### config.mk
export PLATFORM = sky130hd
export DESIGN_NAME = bcr_config
export DESIGN_NICKNAME = d
export VERILOG_FILES = /design/src/hdl/bcr_pkg.sv /design/src/hdl/bcr_config.sv
export VERILOG_INCLUDE_DIRS = /design/src /design/src/hdl
export SDC_FILE = /design/constraint.sdc
export NUM_CORES = 1
export LEC_CHECK = 0
export BUFFER_PORTS_ARGS = -buffer_cell sky130_fd_sc_hd__buf_2
export CAP_MARGIN = 10
export CORE_MARGIN = 2
export CORE_UTILIZATION = 50
export DETAILED_ROUTE_END_ITERATION = 6
export GPL_TIMING_DRIVEN = 0
export HOLD_SLACK_MARGIN = 0.05
export PLACE_DENSITY_LB_ADDON = 0.2
export SETUP_SLACK_MARGIN = 0.5
export SYNTH_ARGS = -nofsm -noshare
export SYNTH_HDL_FRONTEND = slang
export SYNTH_SLANG_ARGS = --single-unit
### constraint.sdc
create_clock -name clock -period 5.7 [get_ports clock]
set_input_delay 0.285 -clock clock [delete_from_list [all_inputs] [get_ports clock]]
set_output_delay 0.285 -clock clock [all_outputs]
set_load 0.02 [all_outputs]
### src/hdl/bcr_regs.svh
`ifndef BCR_REGS_SVH
`define BCR_REGS_SVH
// register byte addresses on the control port
`define BCR_CFG1_BASE     8'h1d
`define BCR_CFG2_ADDR     8'h22
// reset values
`define BCR_CFG2_RESET    8'h07
`define BCR_CFG1_RESET    8'h40
// field positions in the first configuration register
`define BCR_RATE_HI       7
`define BCR_RATE_LO       6
`define BCR_DIS_N_BIT     3
`define BCR_FPWM_BIT      2
`define BCR_FSR_N_BIT     0
// field positions in the second configuration register
`define BCR_SENSE0_BIT    2
`define BCR_SENSE1_BIT    1
// ramp rates in units of 0.01 mV/us
`define BCR_RATE_0        14'h055f
`define BCR_RATE_1        14'h0abe
`define BCR_RATE_2        14'h157c
`define BCR_RATE_3        14'h2710
// falling-slew fixed-frequency hold time and clock period
`define BCR_HOLD_NS       50000
`define BCR_CLK_NS        5
`endif

### src/hdl/bcr_pkg.sv
package bcr_pkg;
    // per-converter state seen by the configuration logic
    typedef struct packed {
        logic enable;
        logic low_power;
        logic ramp_down;
        logic light_load;
    } bcr_conv_s;
    // byte-wide register request from the control-port engine
    typedef struct packed {
        logic       wr;
        logic       rd;
        logic [7:0] addr;
        logic [7:0] wdata;
    } bcr_req_s;
    typedef logic [13:0] bcr_rate_t;
endpackage : bcr_pkg

### src/hdl/bcr_config.sv
// Functional notes
// bit 0 connects discharge only while disabled
// bit 1 keeps discharge always disconnected
// fpwm clear allows automatic light-load pulse skipping
// fpwm set forbids pulse skipping entirely
// software writes zero to reserved bit one
// low-power mode ignores falling-slew discharge bit
// falling-slew enabled forces fixed frequency, 50us hold
// falling-slew disabled allows skip on ramp-down
// second register at 0x22, reset 0x07
// software writes zeros to reserved fields
// bit two senses converter zero, off in low-power
// bit one senses converter one, off in low-power
// ramp field decodes to four slew rates
// discharge switch follows enable combinationally
`timescale 1ns/1ps
`include "bcr_regs.svh"
module bcr_config #(
    parameter int NCONV    = 4,
    parameter int HOLD_CYC = `BCR_HOLD_NS / `BCR_CLK_NS,
    parameter logic [7:0] CFG1_RESET = `BCR_CFG1_RESET
) (
    // clock and reset
    input  wire logic                 clock,
    input  wire logic                 rst,
    input  wire logic                 ce,
    // register port
    input  wire bcr_pkg::bcr_req_s    req,
    output logic [7:0]                rdata,
    // converter state
    input  wire bcr_pkg::bcr_conv_s   conv [NCONV],
    // converter controls
    output logic [NCONV-1:0]          discharge_on,
    output logic [NCONV-1:0]          pulse_skip_en,
    output logic [1:0]                remote_output_sensing,
    output bcr_pkg::bcr_rate_t        ramp_rate [NCONV]
);
    import bcr_pkg::*;

    localparam logic [13:0] HOLD = 14'(HOLD_CYC);

    function automatic bcr_rate_t rate_decode(input logic [1:0] sel);
        unique case (sel)
            2'h0: rate_decode = `BCR_RATE_0;
            2'h1: rate_decode = `BCR_RATE_1;
            2'h2: rate_decode = `BCR_RATE_2;
            2'h3: rate_decode = `BCR_RATE_3;
        endcase
    endfunction : rate_decode

    logic [7:0] cfg1_reg [NCONV];
    logic [7:0] cfg2_reg;
    logic [7:0] rdata_next;
    logic [13:0] hold_reg [NCONV];

    // read mux; unmapped addresses read zero
    always_comb begin
        rdata_next = 8'h00;
        if (req.addr == `BCR_CFG2_ADDR) begin
            rdata_next = cfg2_reg;
        end
        for (int i = 0; i < NCONV; i++) begin
            if (req.addr == 8'(`BCR_CFG1_BASE + i)) begin
                rdata_next = cfg1_reg[i];
            end
        end
    end

    wire cfg2_hit = req.wr && (req.addr == `BCR_CFG2_ADDR);

    // second register, reserved bits stored as written
    always_ff @(posedge clock or posedge rst) begin
        if (rst) begin
            cfg2_reg <= `BCR_CFG2_RESET;
            rdata    <= 8'h00;
        end else if (ce) begin
            if (cfg2_hit) begin
                cfg2_reg <= req.wdata;
            end
            if (req.rd) begin
                rdata <= rdata_next;
            end
        end
    end

    // sensing is suspended in low-power without touching the bit
    always_ff @(posedge clock or posedge rst) begin
        if (rst) begin
            remote_output_sensing <= 2'h0;
        end else if (ce) begin
            remote_output_sensing[0] <= cfg2_reg[`BCR_SENSE0_BIT] && !conv[0].low_power;
            remote_output_sensing[1] <= cfg2_reg[`BCR_SENSE1_BIT] && !conv[1].low_power;
        end
    end

    for (genvar g = 0; g < NCONV; g++) begin : g_conv
        wire dis_n    = cfg1_reg[g][`BCR_DIS_N_BIT];
        wire fpwm     = cfg1_reg[g][`BCR_FPWM_BIT];
        // falling-slew discharge only counts outside low-power mode
        wire fs_act   = !cfg1_reg[g][`BCR_FSR_N_BIT] && !conv[g].low_power;
        wire fs_force = fs_act && (conv[g].ramp_down || hold_reg[g] != 14'h0000);
        wire force_ff = fpwm || fs_force;
        wire hit1     = req.wr && (req.addr == 8'(`BCR_CFG1_BASE + g));

        // combinational so the switch opens in the enable cycle
        assign discharge_on[g] = !conv[g].enable && !dis_n;

        always_ff @(posedge clock or posedge rst) begin
            if (rst) begin
                cfg1_reg[g]      <= CFG1_RESET;
                hold_reg[g]      <= 14'h0000;
                pulse_skip_en[g] <= 1'b0;
                ramp_rate[g]     <= `BCR_RATE_0;
            end else if (ce) begin
                if (hit1) begin
                    cfg1_reg[g] <= req.wdata;
                end
                // hold reloads through the ramp, counts down after target
                if (!fs_act) begin
                    hold_reg[g] <= 14'h0000;
                end else if (conv[g].ramp_down) begin
                    hold_reg[g] <= HOLD;
                end else if (hold_reg[g] != 14'h0000) begin
                    hold_reg[g] <= hold_reg[g] - 14'h0001;
                end
                pulse_skip_en[g] <= !force_ff && conv[g].light_load;
                ramp_rate[g] <= rate_decode(cfg1_reg[g][`BCR_RATE_HI:`BCR_RATE_LO]);
            end
        end
    end
endmodule : bcr_config

# Yosys cells after proc, flatten, opt, wreduce, memory -nomap -nowiden
# Index checks and enable logic that the tools add are counted.
[totals]
regBits = 166
in_bits = 37
output_inout_bits = 74
elab_cells = 134
[classes]
add_sub_neg = 4
eq_ne = 21
muxes = 21
reduce_logical = 69
[ops]
columns = ["op", "count"]
rows = [
  ["one-hot mux 14 bit (4 select lines)", 4],
  ["two-way mux 14 bit", 12],
  ["nonzero test 14 bit", 4],
  ["subtractor 14 x 1 -> 14 bit, second input constant", 4],
  ["two-way mux 8 bit", 5],
  ["equality test 8 x 5 -> 1 bit, second input constant", 3],
  ["logical AND 1 bit", 23],
  ["logical NOT 1 bit", 20],
  ["AND reduction 2 bit", 10],
  ["equality test 2 bit, second input constant", 8],
  ["equality test 8 x 6 -> 1 bit, second input constant", 2],
  ["inequality test 3 x 2 -> 1 bit, second input constant", 4],
  ["equality test 2 x 1 -> 1 bit, second input constant", 4],
  ["logical NOT 2 bit", 4],
  ["logical OR 1 bit", 8],
]

# Longest topological paths before layout
# Gate-level depths: netlist (run 1).
[depth]
depth_word = 6
ltp_mapped = 8
depth_no_buf = 7

# Worst setup path before layout (run 1)
# Ideal clock, no wire load.
[synth_timing]
kind = "register to register"
from = "register hold_reg[14] (netlist bit)"
to = "register hold_reg[24] (netlist bit)"
setup_time_ps = 122
arrival_ps = 2236
required_time_ps = 5578
setup_slack_ps = 3342
path_stages_with_launch = 9
path_buffers = 1
synth_period_minus_slack_ps = 2358
path_cell_list = "dfrtp_1 > inv_1 > ha_1 > or3b_4 > or3_1 > buf_6 > o31a_1 > or3_1 > a32o_1"
[synth_via]
elab_chain_len = 4
word_cells_on_any_way = 7
classes_between = "add/sub (1); eq/ne (1); mux (3); reduce/logical (2)"
[synth_lines]
columns = ["element", "line", "source"]
rows = [
  ["start: declaration", "bcr_config.sv:54", "logic [13:0] hold_reg [NCONV];"],
  ["start signal: indexed assignment", "bcr_config.sv:124", "hold_reg[g] <= hold_reg[g] - 14'h0001;"],
  ["subtractor 14 x 1 -> 14 bit", "bcr_config.sv:124", ""],
  ["two-way mux 14 bit", "bcr_config.sv:123", "end else if (hold_reg[g] != 14'h0000) begin"],
  ["two-way mux 14 bit", "bcr_config.sv:121", "end else if (conv[g].ramp_down) begin"],
  ["two-way mux 14 bit", "bcr_config.sv:119", "if (!fs_act) begin"],
]
# Parallel ways exist; a longest one is shown, timed or not. The select of a mux whose other input is x is not followed.
# A chain may end at the register's enable or synchronous reset.

# Worst setup path in the final report (run 1)
[layout_timing]
from = "register hold_reg[14] (netlist bit)"
to = "register hold_reg[21] (netlist bit)"
# The elaborated chain is that of the path after synthesis.

==> flow_metrics.tcl, run 1 <==
set metrics [dict create \
    cpPeakStageDelay_ps 570 \
    syn-cell-area_sq_um 7817 \
    status "completed" \
    worst_r2r_path_depth 8 \
    tightest_slew_ps 1009 \
    hold_end "remote_output_sensing[0]" \
    async_reset_ff_frac 1.000 \
    crit_buf_inv 2 \
    p_leak_nw 4.303 \
    cp_max_fo 10 \
    final_common_cell "dfrtp_1" \
    synth_edf_count 0 \
    fp.coreArea_sq_um 15260 \
    finClkSkew_ps 8.591 \
    die_y_um 129.0 \
    drc_errors 0 \
    endpoint_kind "flip-flop" \
    synth_cells 789 \
    via_per_inst 5.690 \
    yosysWarnings 0 \
    dp.cells 1109 \
    rows 45 \
    firstDrtPassIters 5 \
    cts_tree "yes" \
    routed_wl_mm 19.49 \
    cp.required_ps 6020 \
    grt-ovfl-total 0 \
    numCtsBuffers 17 \
    vias 6504 \
    rsz0062_at_grt "false" \
    rrSetupSlack_ps 3210 \
    finalMaxSlewViolations 0 \
    place.detailed.hpwl_mm 13.71 \
    finalSetupViolCount 0 \
    clock_latency_ps 430 \
    avgSynthCellArea_sq_um 9.908 \
    htreeDepth 4 \
    finalNonFillerCells 1143 \
    drive_gt1_frac 0.2771 \
    port_buffers 105 \
    cp_slowest_cell "o41ai_4" \
    ys_top_cells_by_area "dfrtp_1 (39%), dfstp_2 (9.1%), mux2_2 (7.1%), o21ai_0 (5.3%), ha_1 (4.5%)" \
    holdWs_ps 64.07 \
    dieArea_sq_um 16650 \
    critical_path.top_delay_family "compound AO/OA/AOI/OAI gates" \
    io_pins 111 \
    synthFlopType "dfrtp_1" \
    yosysUniqueCellTypes 67 \
    ir_worst_vdd_v 0.0002275 \
    critical_path_class "flip-flop to flip-flop" \
    p_per_area_nw_per_um2 309.7 \
    postCtsResizedCells 0 \
    cts_buffer_depth 2 \
    fp.dieW_um 129.0 \
    netlist.area_leader.share 0.3937 \
    fin_area_sq_um 9251 \
    start_util 0.5123 \
    hp-class "input port to flip-flop" \
    period_share 0.4368 \
    yosysSeqAreaShare 0.4845 \
    cp-start-kind "flip-flop" \
    ys_seq_elements 150 \
    fmaxAchievable_ghz 0.4016 \
    grt_first_pass_wirelength_mm 31.68 \
    nets 983 \
    clk_pin_slew_worst_paths_ps 60 \
    largest_register_ffs 56 \
    r2r_end "hold_reg[21]" \
    synth.largest_area_cell "dfrtp_1" \
    min_from "conv[14]" \
    grt_max_degree 89 \
    whs_path_depth 2 \
    hold_viol_final 0 \
    cp.arrival_ps 2810 \
    placed_area_sq_um 8651 \
    grt_use_total 0.2453 \
    crit_chain "inv_1, ha_1, or3b_4, or3_1, buf_6, o41ai_4, o21ai_0, o41ai_1" \
    regToRegStartpoint "hold_reg[14]" \
    ant_nets 0 \
    gp_congestion 0.9242 \
    cts_setup_buffers 0 \
    area_delta_synth_final_pct 18.34 \
    drtIter0Drc 500 \
    relSlewSlack 0.3219 \
    cts.sinks 150 \
    cts_root_buf "clkbuf_16" \
    first_global_vias 6193 \
    final_cell_mix "dfrtp_1 (123), buf_2 (109), o21ai_0 (83)" \
    path_depth 8 \
    antenna_found_initial 1 \
    min_period_ps 2490 \
    max-cap-violations 0 \
    final_util 0.6063 \
    wire_per_inst_um 17.06 \
]
==> where the power goes <==
group | total [mW] | internal [mW] | switching, mW
Clock | 1.12 | 0.671 | 0.446
Combinational | 0.505 | 0.193 | 0.312
Sequential | 1.24 | 1.16 | 0.0825
Total | 2.86 | 2.02 | 0.840
==> layer usage <==
metal	wire length [um]	global-route usage	vias to the layer above
li1	-	-	3105
met1	8728	0.3370	3172
met2	9362	0.3909	200
met3	1060	0.05326	27
met4	343	0.08056	0
met5	0	0	-
==> cell usage after synthesis, drive strengths merged, types with 20 or more instances <==
cell,n
dfrtp,123
dfstp,27
clkbuf,23
buf,25
nand2,70
o21ai,85
a21oi,38
nor3,20
inv,37
ha,28
nor2,76
mux2,49
==> stage by stage <==
| stage | TNS [ps] | setup slack (ps) | total power [mW] |
|---|---|---|---|
| after floorplan | 0 | 1423 | 1.609 |
| after global placement | -41440 | -347.8 | 1.750 |
| after detailed placement | 0 | 3121 | 1.759 |
| after CTS | 0 | 3200 | 2.882 |
| after global routing | 0 | 2900 | 3.004 |
| final | 0 | 3210 | 2.865 |
==> worst max path at each step <==
stage | from | end | slack, ps
final | hold_reg[14] | hold_reg[21] | 3210
after global routing | hold_reg[28] | hold_reg[33] | 2900
after CTS | hold_reg[14] | hold_reg[21] | 3200
after detailed placement | req[15] | cfg1_reg[25] | 3120
after global placement | rst | ramp_rate[39] | -350
after floorplan | rst | cfg1_reg[0] | 1420
==> cell families (layout without fill, tap and decap cells) <==
logic type      after synthesis  count (layout)  share of synthesized area
simple gates                250             250                     0.1645
compound gates              224             224                     0.1833
flops                       150             150                     0.4845
buf+inv                      86             225                    0.05058
mux                          50              50                    0.07186
fa+ha+maj                    28              28                    0.04481
other cells                   1               5                  0.0004797
==> cell type report <==
type	instances	area (sq um)
fillers	1323	6007
flip-flops and latches	150	3787
multi-input cells	556	3646
repair buffers	107	563.0
clock buffers	22	464.2
well taps	211	264.0
plain buffers	48	252.7
inverters	38	147.6
clock inverters	10	123.9
diodes	1	2.502
==> what timing repair did <==
action	in CTS	in global routing
hold endpoints to repair	1	0
endpoints found under the setup margin	0	0
hold buffers	1	0
Note: power is estimated with default switching activity, not from simulation.
==> inputs of run 2 (changes only) <==
==> constraint.sdc (replaced) <==
create_clock -name clock -period 2.45 [get_ports clock]
set_input_delay 0.1225 -clock clock [delete_from_list [all_inputs] [get_ports clock]]
set_output_delay 0.1225 -clock clock [all_outputs]
set_load 0.02 [all_outputs]
==> run 2 against run 1 <==
- critical path type unchanged
- clock skew fell by 0.52 ps
- power grew 150%
- largest cell class is now multi-input combinational cells
- sequential power increased by 140%
- routed wire length grew 7.7%
- critical path depth unchanged
- core utilization up 5.2 points
- first-iteration DRC count decreased by 15%
- sequential share of layout area shrank 3.2 points
==> flow_metrics.tcl, run 2 (same netlist as run 1, synthesis figures left out) <==
set metrics [dict create \
    clk_pin_slew_worst_paths_ps 60 \
    use_met1 0.3370 \
    hp-class "input port to flip-flop" \
    cts_root_buf "clkbuf_16" \
    use_met3 0.05822 \
    switchingPower_mw 2.195 \
    cts_buffer_depth 2 \
    dp.cells 1112 \
    rrSetupSlack_ps 130 \
    r2r_end "hold_reg[24]" \
    endpoint_kind "flip-flop" \
    grt.busiest_layer "met2" \
    cp_max_fo 4 \
    min_period_ps 2321 \
    relSlewSlack 0.4112 \
    drtIter0Drc 427 \
    dieArea_sq_um 16650 \
    gp_congestion 0.9126 \
    htreeDepth 4 \
    fp.coreArea_sq_um 15260 \
    first_global_vias 6684 \
    clock_latency_ps 430 \
    largest_register_ffs 56 \
    grt_first_pass_wirelength_mm 33.55 \
    final_util 0.6581 \
    cp-start-kind "flip-flop" \
    finalNonFillerCells 1193 \
    worst_r2r_path_depth 8 \
    cts.sinks 150 \
    critical_path_class "flip-flop to flip-flop" \
    max-cap-violations 0 \
    grt_util_met2 0.4255 \
    finalMaxSlewViolations 0 \
    grt-ovfl-total 0 \
    ir_worst_vdd_v 0.0005260 \
    wire_per_inst_um 17.60 \
    antenna_found_initial 0 \
    nets 1034 \
    pwr-share-seq 0.413 \
    cts_tree "yes" \
    finalPower_mw 7.110 \
    p_leak_nw 4.662 \
    place.detailed.hpwl_mm 14.06 \
    area_delta_synth_final_pct 28.44 \
    grt_use_total 0.2578 \
    finalSetupViolCount 0 \
    io_pins 111 \
    cp.required_ps 2770 \
    whs_path_depth 3 \
    clkPwrFrac 0.373 \
    ant_nets 0 \
    firstDrtPassIters 5 \
    antenna_cells 0 \
    drc_errors 0 \
    period_share 0.9475 \
    hold_end "remote_output_sensing[1]" \
    grt_max_degree 43 \
    fp.dieW_um 129.0 \
    cp.arrival_ps 2640 \
    numCtsBuffers 17 \
    status "completed" \
    p_int_mw 4.915 \
    tightest_slew_ps 876.0 \
    final_cell_mix "dfrtp_1 (123), buf_2 (109), nor2_1 (73), o21ai_0 (73), nand2_1 (67)" \
    port_buffers 105 \
    vias 6857 \
    rows 45 \
    regToRegStartpoint "hold_reg[14]" \
    hold_viol_final 0 \
    p_per_area_nw_per_um2 708.1 \
    min_from "conv[10]" \
    drive_gt1_frac 0.3503 \
    combinationalPowerShare 0.215 \
    swShare 0.3087 \
    finClkSkew_ps 8.073 \
    final_common_cell "dfrtp_1" \
    fmaxAchievable_ghz 0.4308 \
    rsz0062_at_grt "true" \
    start_util 0.5123 \
    via_per_inst 5.748 \
    routed_wl_mm 21.00 \
    die_y_um 129.0 \
]
==> run 2: changes by cell type in the layout (fill, tap and decap cells not counted), moves of 6 or more <==
cell           delta
inv_2             +6
buf_4            +31
dlygate4sd3_1    +15
o21ai_0          -10
clkbuf_1          -6
o21ai_1           +6
inv_1             -6
nor3_1            -7
==> run 2: area by class of cell <==
| cell class | instances | area (sq um) |
|---|---|---|
| clock inverter | 15 | 170.2 |
| fill | 1221 | 5218 |
| multi-input combinational | 556 | 3939 |
| clock buffer | 17 | 425.4 |
| inverter | 38 | 146.4 |
| tap | 211 | 264.0 |
| sequential | 150 | 3787 |
| timing repair buffer | 158 | 1033 |
| buffer | 48 | 275.3 |
==> run 2: routing by layer <==
metal  routed length [um]  part of all wire
met5                    0                 0
met4                  406             0.019
met3                 1094             0.052
met2                10320              0.49
met1                 9180              0.44
==> run 2: through the flow <==
stage	setup TNS, ps	setup WS, ps	hold WS (ps)	area [sq um]
5_1_grt	0	34.25	79.80	10040
3_5_place_dp	-32.82	-32.82	59.40	8721
2_1_floorplan	0	126.2	205.0	7851
4_1_cts	0	119.4	63.40	9742
3_3_place_gp	-62410	-518.9	347.6	8641
6_report	0	128.7	82.50	10040
==> run 2: power by group through the flow <==
stage | Combinational (mW) | Sequential [mW] | Clock, mW
finish | 1.53 | 2.93 | 2.65
global route | 1.66 | 2.96 | 2.80
CTS | 1.36 | 2.90 | 2.69
detailed placement | 1.19 | 2.93 | 0
global placement | 1.15 | 2.93 | 0
floorplan | 0.811 | 2.94 | 0
==> run 2: worst max-delay path, cell delays in order (launching register included) <==
cell and delay, ps:
dfrtp_1 400, inv_2 90, ha_4 130, or3b_4 370, or3_4 330, buf_6 140, o31a_1 220, or3_1 300
a32o_1 220
==> run 2: worst max path at each step <==
stage                            start           end  slack (ps)  depth (start not counted)
final                     hold_reg[14]  hold_reg[24]         130                          8
after global routing      hold_reg[14]  hold_reg[24]          30                          8
after CTS                 hold_reg[14]  hold_reg[24]         120                          8
after detailed placement       req[15]      rdata[6]         -30                          7
after global placement             rst   hold_reg[6]        -520                          2
after floorplan           hold_reg[14]  hold_reg[24]         130                          8
==> run 2: what timing repair did <==
item | CTS | global route
cloned | 0 | 1
setup endpoints to repair | 59 | 64
hold buffers | 16 | 0
hold endpoints to repair | 105 | 0
pin swaps | 13 | 12
resized for setup | 30 | 42
buffers inserted | 16 | 16
==> inputs of run 3 (changes only) <==
--- a/config.mk
+++ b/config.mk
@@ -12,8 +12,8 @@
 export CORE_UTILIZATION = 50
 export DETAILED_ROUTE_END_ITERATION = 6
 export GPL_TIMING_DRIVEN = 0
-export HOLD_SLACK_MARGIN = 0.05
-export PLACE_DENSITY_LB_ADDON = 0.2
+export HOLD_SLACK_MARGIN = 0.08
+export PLACE_DENSITY = 0.7
 export SETUP_SLACK_MARGIN = 0.5
 export SYNTH_ARGS = -nofsm -noshare
 export SYNTH_HDL_FRONTEND = slang
==> run 3 against run 2 <==
- power decreased by 1.5%
- worst hold slack gained 17 ps
- clock skew down 1.4 ps
- first-iteration DRC count up 19%
- via count fell by 0.32%
- core utilization is essentially flat
- global-route usage shrank 0.21 points
- sequential share of layout area about the same
==> flow_metrics.tcl, run 3 (same netlist as run 1, synthesis figures left out) <==
set metrics [dict create \
    period_share 0.9356 \
    setup_slack_ps 157.8 \
    num-fill-cells 1253 \
    start_util 0.5123 \
    endpoint "hold_reg[24]" \
    hp-class "input port to flip-flop" \
    routed_wl_mm 20.64 \
    htreeDepth 4 \
    cts_tree "yes" \
    pre_cts_slack_ps -14.25 \
    area_delta_synth_final_pct 28.41 \
    grt_use_total 0.2556 \
    finClkSkew_ps 6.660 \
    relSlewSlack 0.4409 \
    dp.cells 1112 \
    vias 6835 \
    rows 45 \
    crit_path_start "hold_reg[15]" \
    max-cap-violations 0 \
    hold_viol_final 0 \
    regToRegStartpoint "hold_reg[15]" \
    fin_area_sq_um 10040 \
    cts_buffer_depth 2 \
    final_common_cell "dfrtp_1" \
    placed_area_sq_um 8721 \
    finalPower_mw 7.004 \
    cp.arrival_ps 2610 \
    status "completed" \
    cts.sinks 150 \
    io_pins 111 \
    rrSetupSlack_ps 160 \
    final_cell_mix "dfrtp_1 (123), buf_2 (109), o21ai_0 (73)" \
    cp.required_ps 2770 \
    cts_root_buf "clkbuf_16" \
    cp_max_fo 5 \
    drive_gt1_frac 0.3576 \
    drtIter0Drc 510 \
    fp.coreArea_sq_um 15260 \
    grt_max_degree 35 \
    largest_register_ffs 56 \
    p_leak_nw 4.671 \
    wire_per_inst_um 17.23 \
    nets 1039 \
    first_global_vias 6361 \
    ir_worst_vdd_v 0.0005483 \
    antenna_cells 0 \
    r2r_end "hold_reg[24]" \
    setup_tns_ps 0 \
    clk_pin_slew_worst_paths_ps 60 \
    rsz0062_at_grt "true" \
    gp_congestion 0.9048 \
    p_per_area_nw_per_um2 697.8 \
    dieArea_sq_um 16650 \
    finalMaxSlewViolations 0 \
    tightest_slew_ps 831.7 \
    cp-start-kind "flip-flop" \
    firstDrtPassIters 5 \
    finalNonFillerCells 1198 \
    whs_path_depth 4 \
    antenna_found_initial 0 \
    fp.dieW_um 129.0 \
    clock_latency_ps 430 \
    via_per_inst 5.705 \
    min_period_ps 2292 \
    fmaxAchievable_ghz 0.4363 \
    grt_first_pass_wirelength_mm 33.12 \
    endpoint_kind "flip-flop" \
    drc_errors 0 \
    numCtsBuffers 17 \
    port_buffers 105 \
    worst_r2r_path_depth 8 \
    die_y_um 129.0 \
    critical_path_class "flip-flop to flip-flop" \
    ant_nets 0 \
    finalSetupViolCount 0 \
    grt-ovfl-total 0 \
    place.detailed.hpwl_mm 14.00 \
]
-- run 3: layer usage --
| metal | routed length, um | GRT usage | vias to the layer above | part of all wire |
|---|---|---|---|---|
| met5 | 0 | 0 | - | 0 |
| met4 | 314 | 0.08120 | 0 | 0.015 |
| met3 | 1129 | 0.05863 | 32 | 0.055 |
| met2 | 9862 | 0.3993 | 218 | 0.48 |
| met1 | 9334 | 0.3570 | 3362 | 0.45 |
| li1 | - | - | 3223 | - |
-- run 3: worst min-delay path by stage --
stage	start	endpoint	slack, ps
after floorplan	conv[14]	remote_output_sensing[0]	200
after global placement	conv[14]	remote_output_sensing[0]	360
after detailed placement	rst	ramp_rate[5]	230
after CTS	conv[8]	pulse_skip_en[1]	80
after global routing	conv[8]	pulse_skip_en[1]	120
final	conv[8]	pulse_skip_en[1]	100
-- run 3: critical path, stage by stage, from the launching register on --
cell and delay [ps]:
dfrtp_1 400, inv_2 80, ha_4 120, or3b_4 370, or3_4 330, buf_6 130, o31a_1 220, or3_1 300
a32o_1 220
-- run 3: cell type report --
type	instances	area, sq um	area share
Tap cell	211	264.0	0.02630
Timing Repair Buffer	163	1057	0.1053
Clock buffer	18	429.2	0.04275
Multi-Input combinational cell	556	3929	0.3914
Sequential cell	150	3787	0.3773
Inverter	38	146.4	0.01458
Clock inverter	14	148.9	0.01483
Buffer	48	276.5	0.02755
-- run 3: where the power goes --
part,leakage (nW),switching (mW),internal (mW)
Clock,0.286,1.08,1.51
Sequential,1.88,0.234,2.70
Combinational,2.51,0.814,0.664
-- run 3: repair_timing --
item	4_1_cts	5_1_grt
resized for setup	29	49
endpoints found under the setup margin	62	63
pin swaps	15	18
hold endpoints to repair	78	0
hold buffers	17	0
buffers inserted	14	23
-- run 3: per-stage QoR --
step	utilization	hold slack (ps)
3_5_place_dp	0.5715	232.7
2_1_floorplan	-	205.0
4_1_cts	0.6364	84.13
5_1_grt	0.6579	123.9
3_3_place_gp	0.5663	362.1
6_report	0.6579	99.38
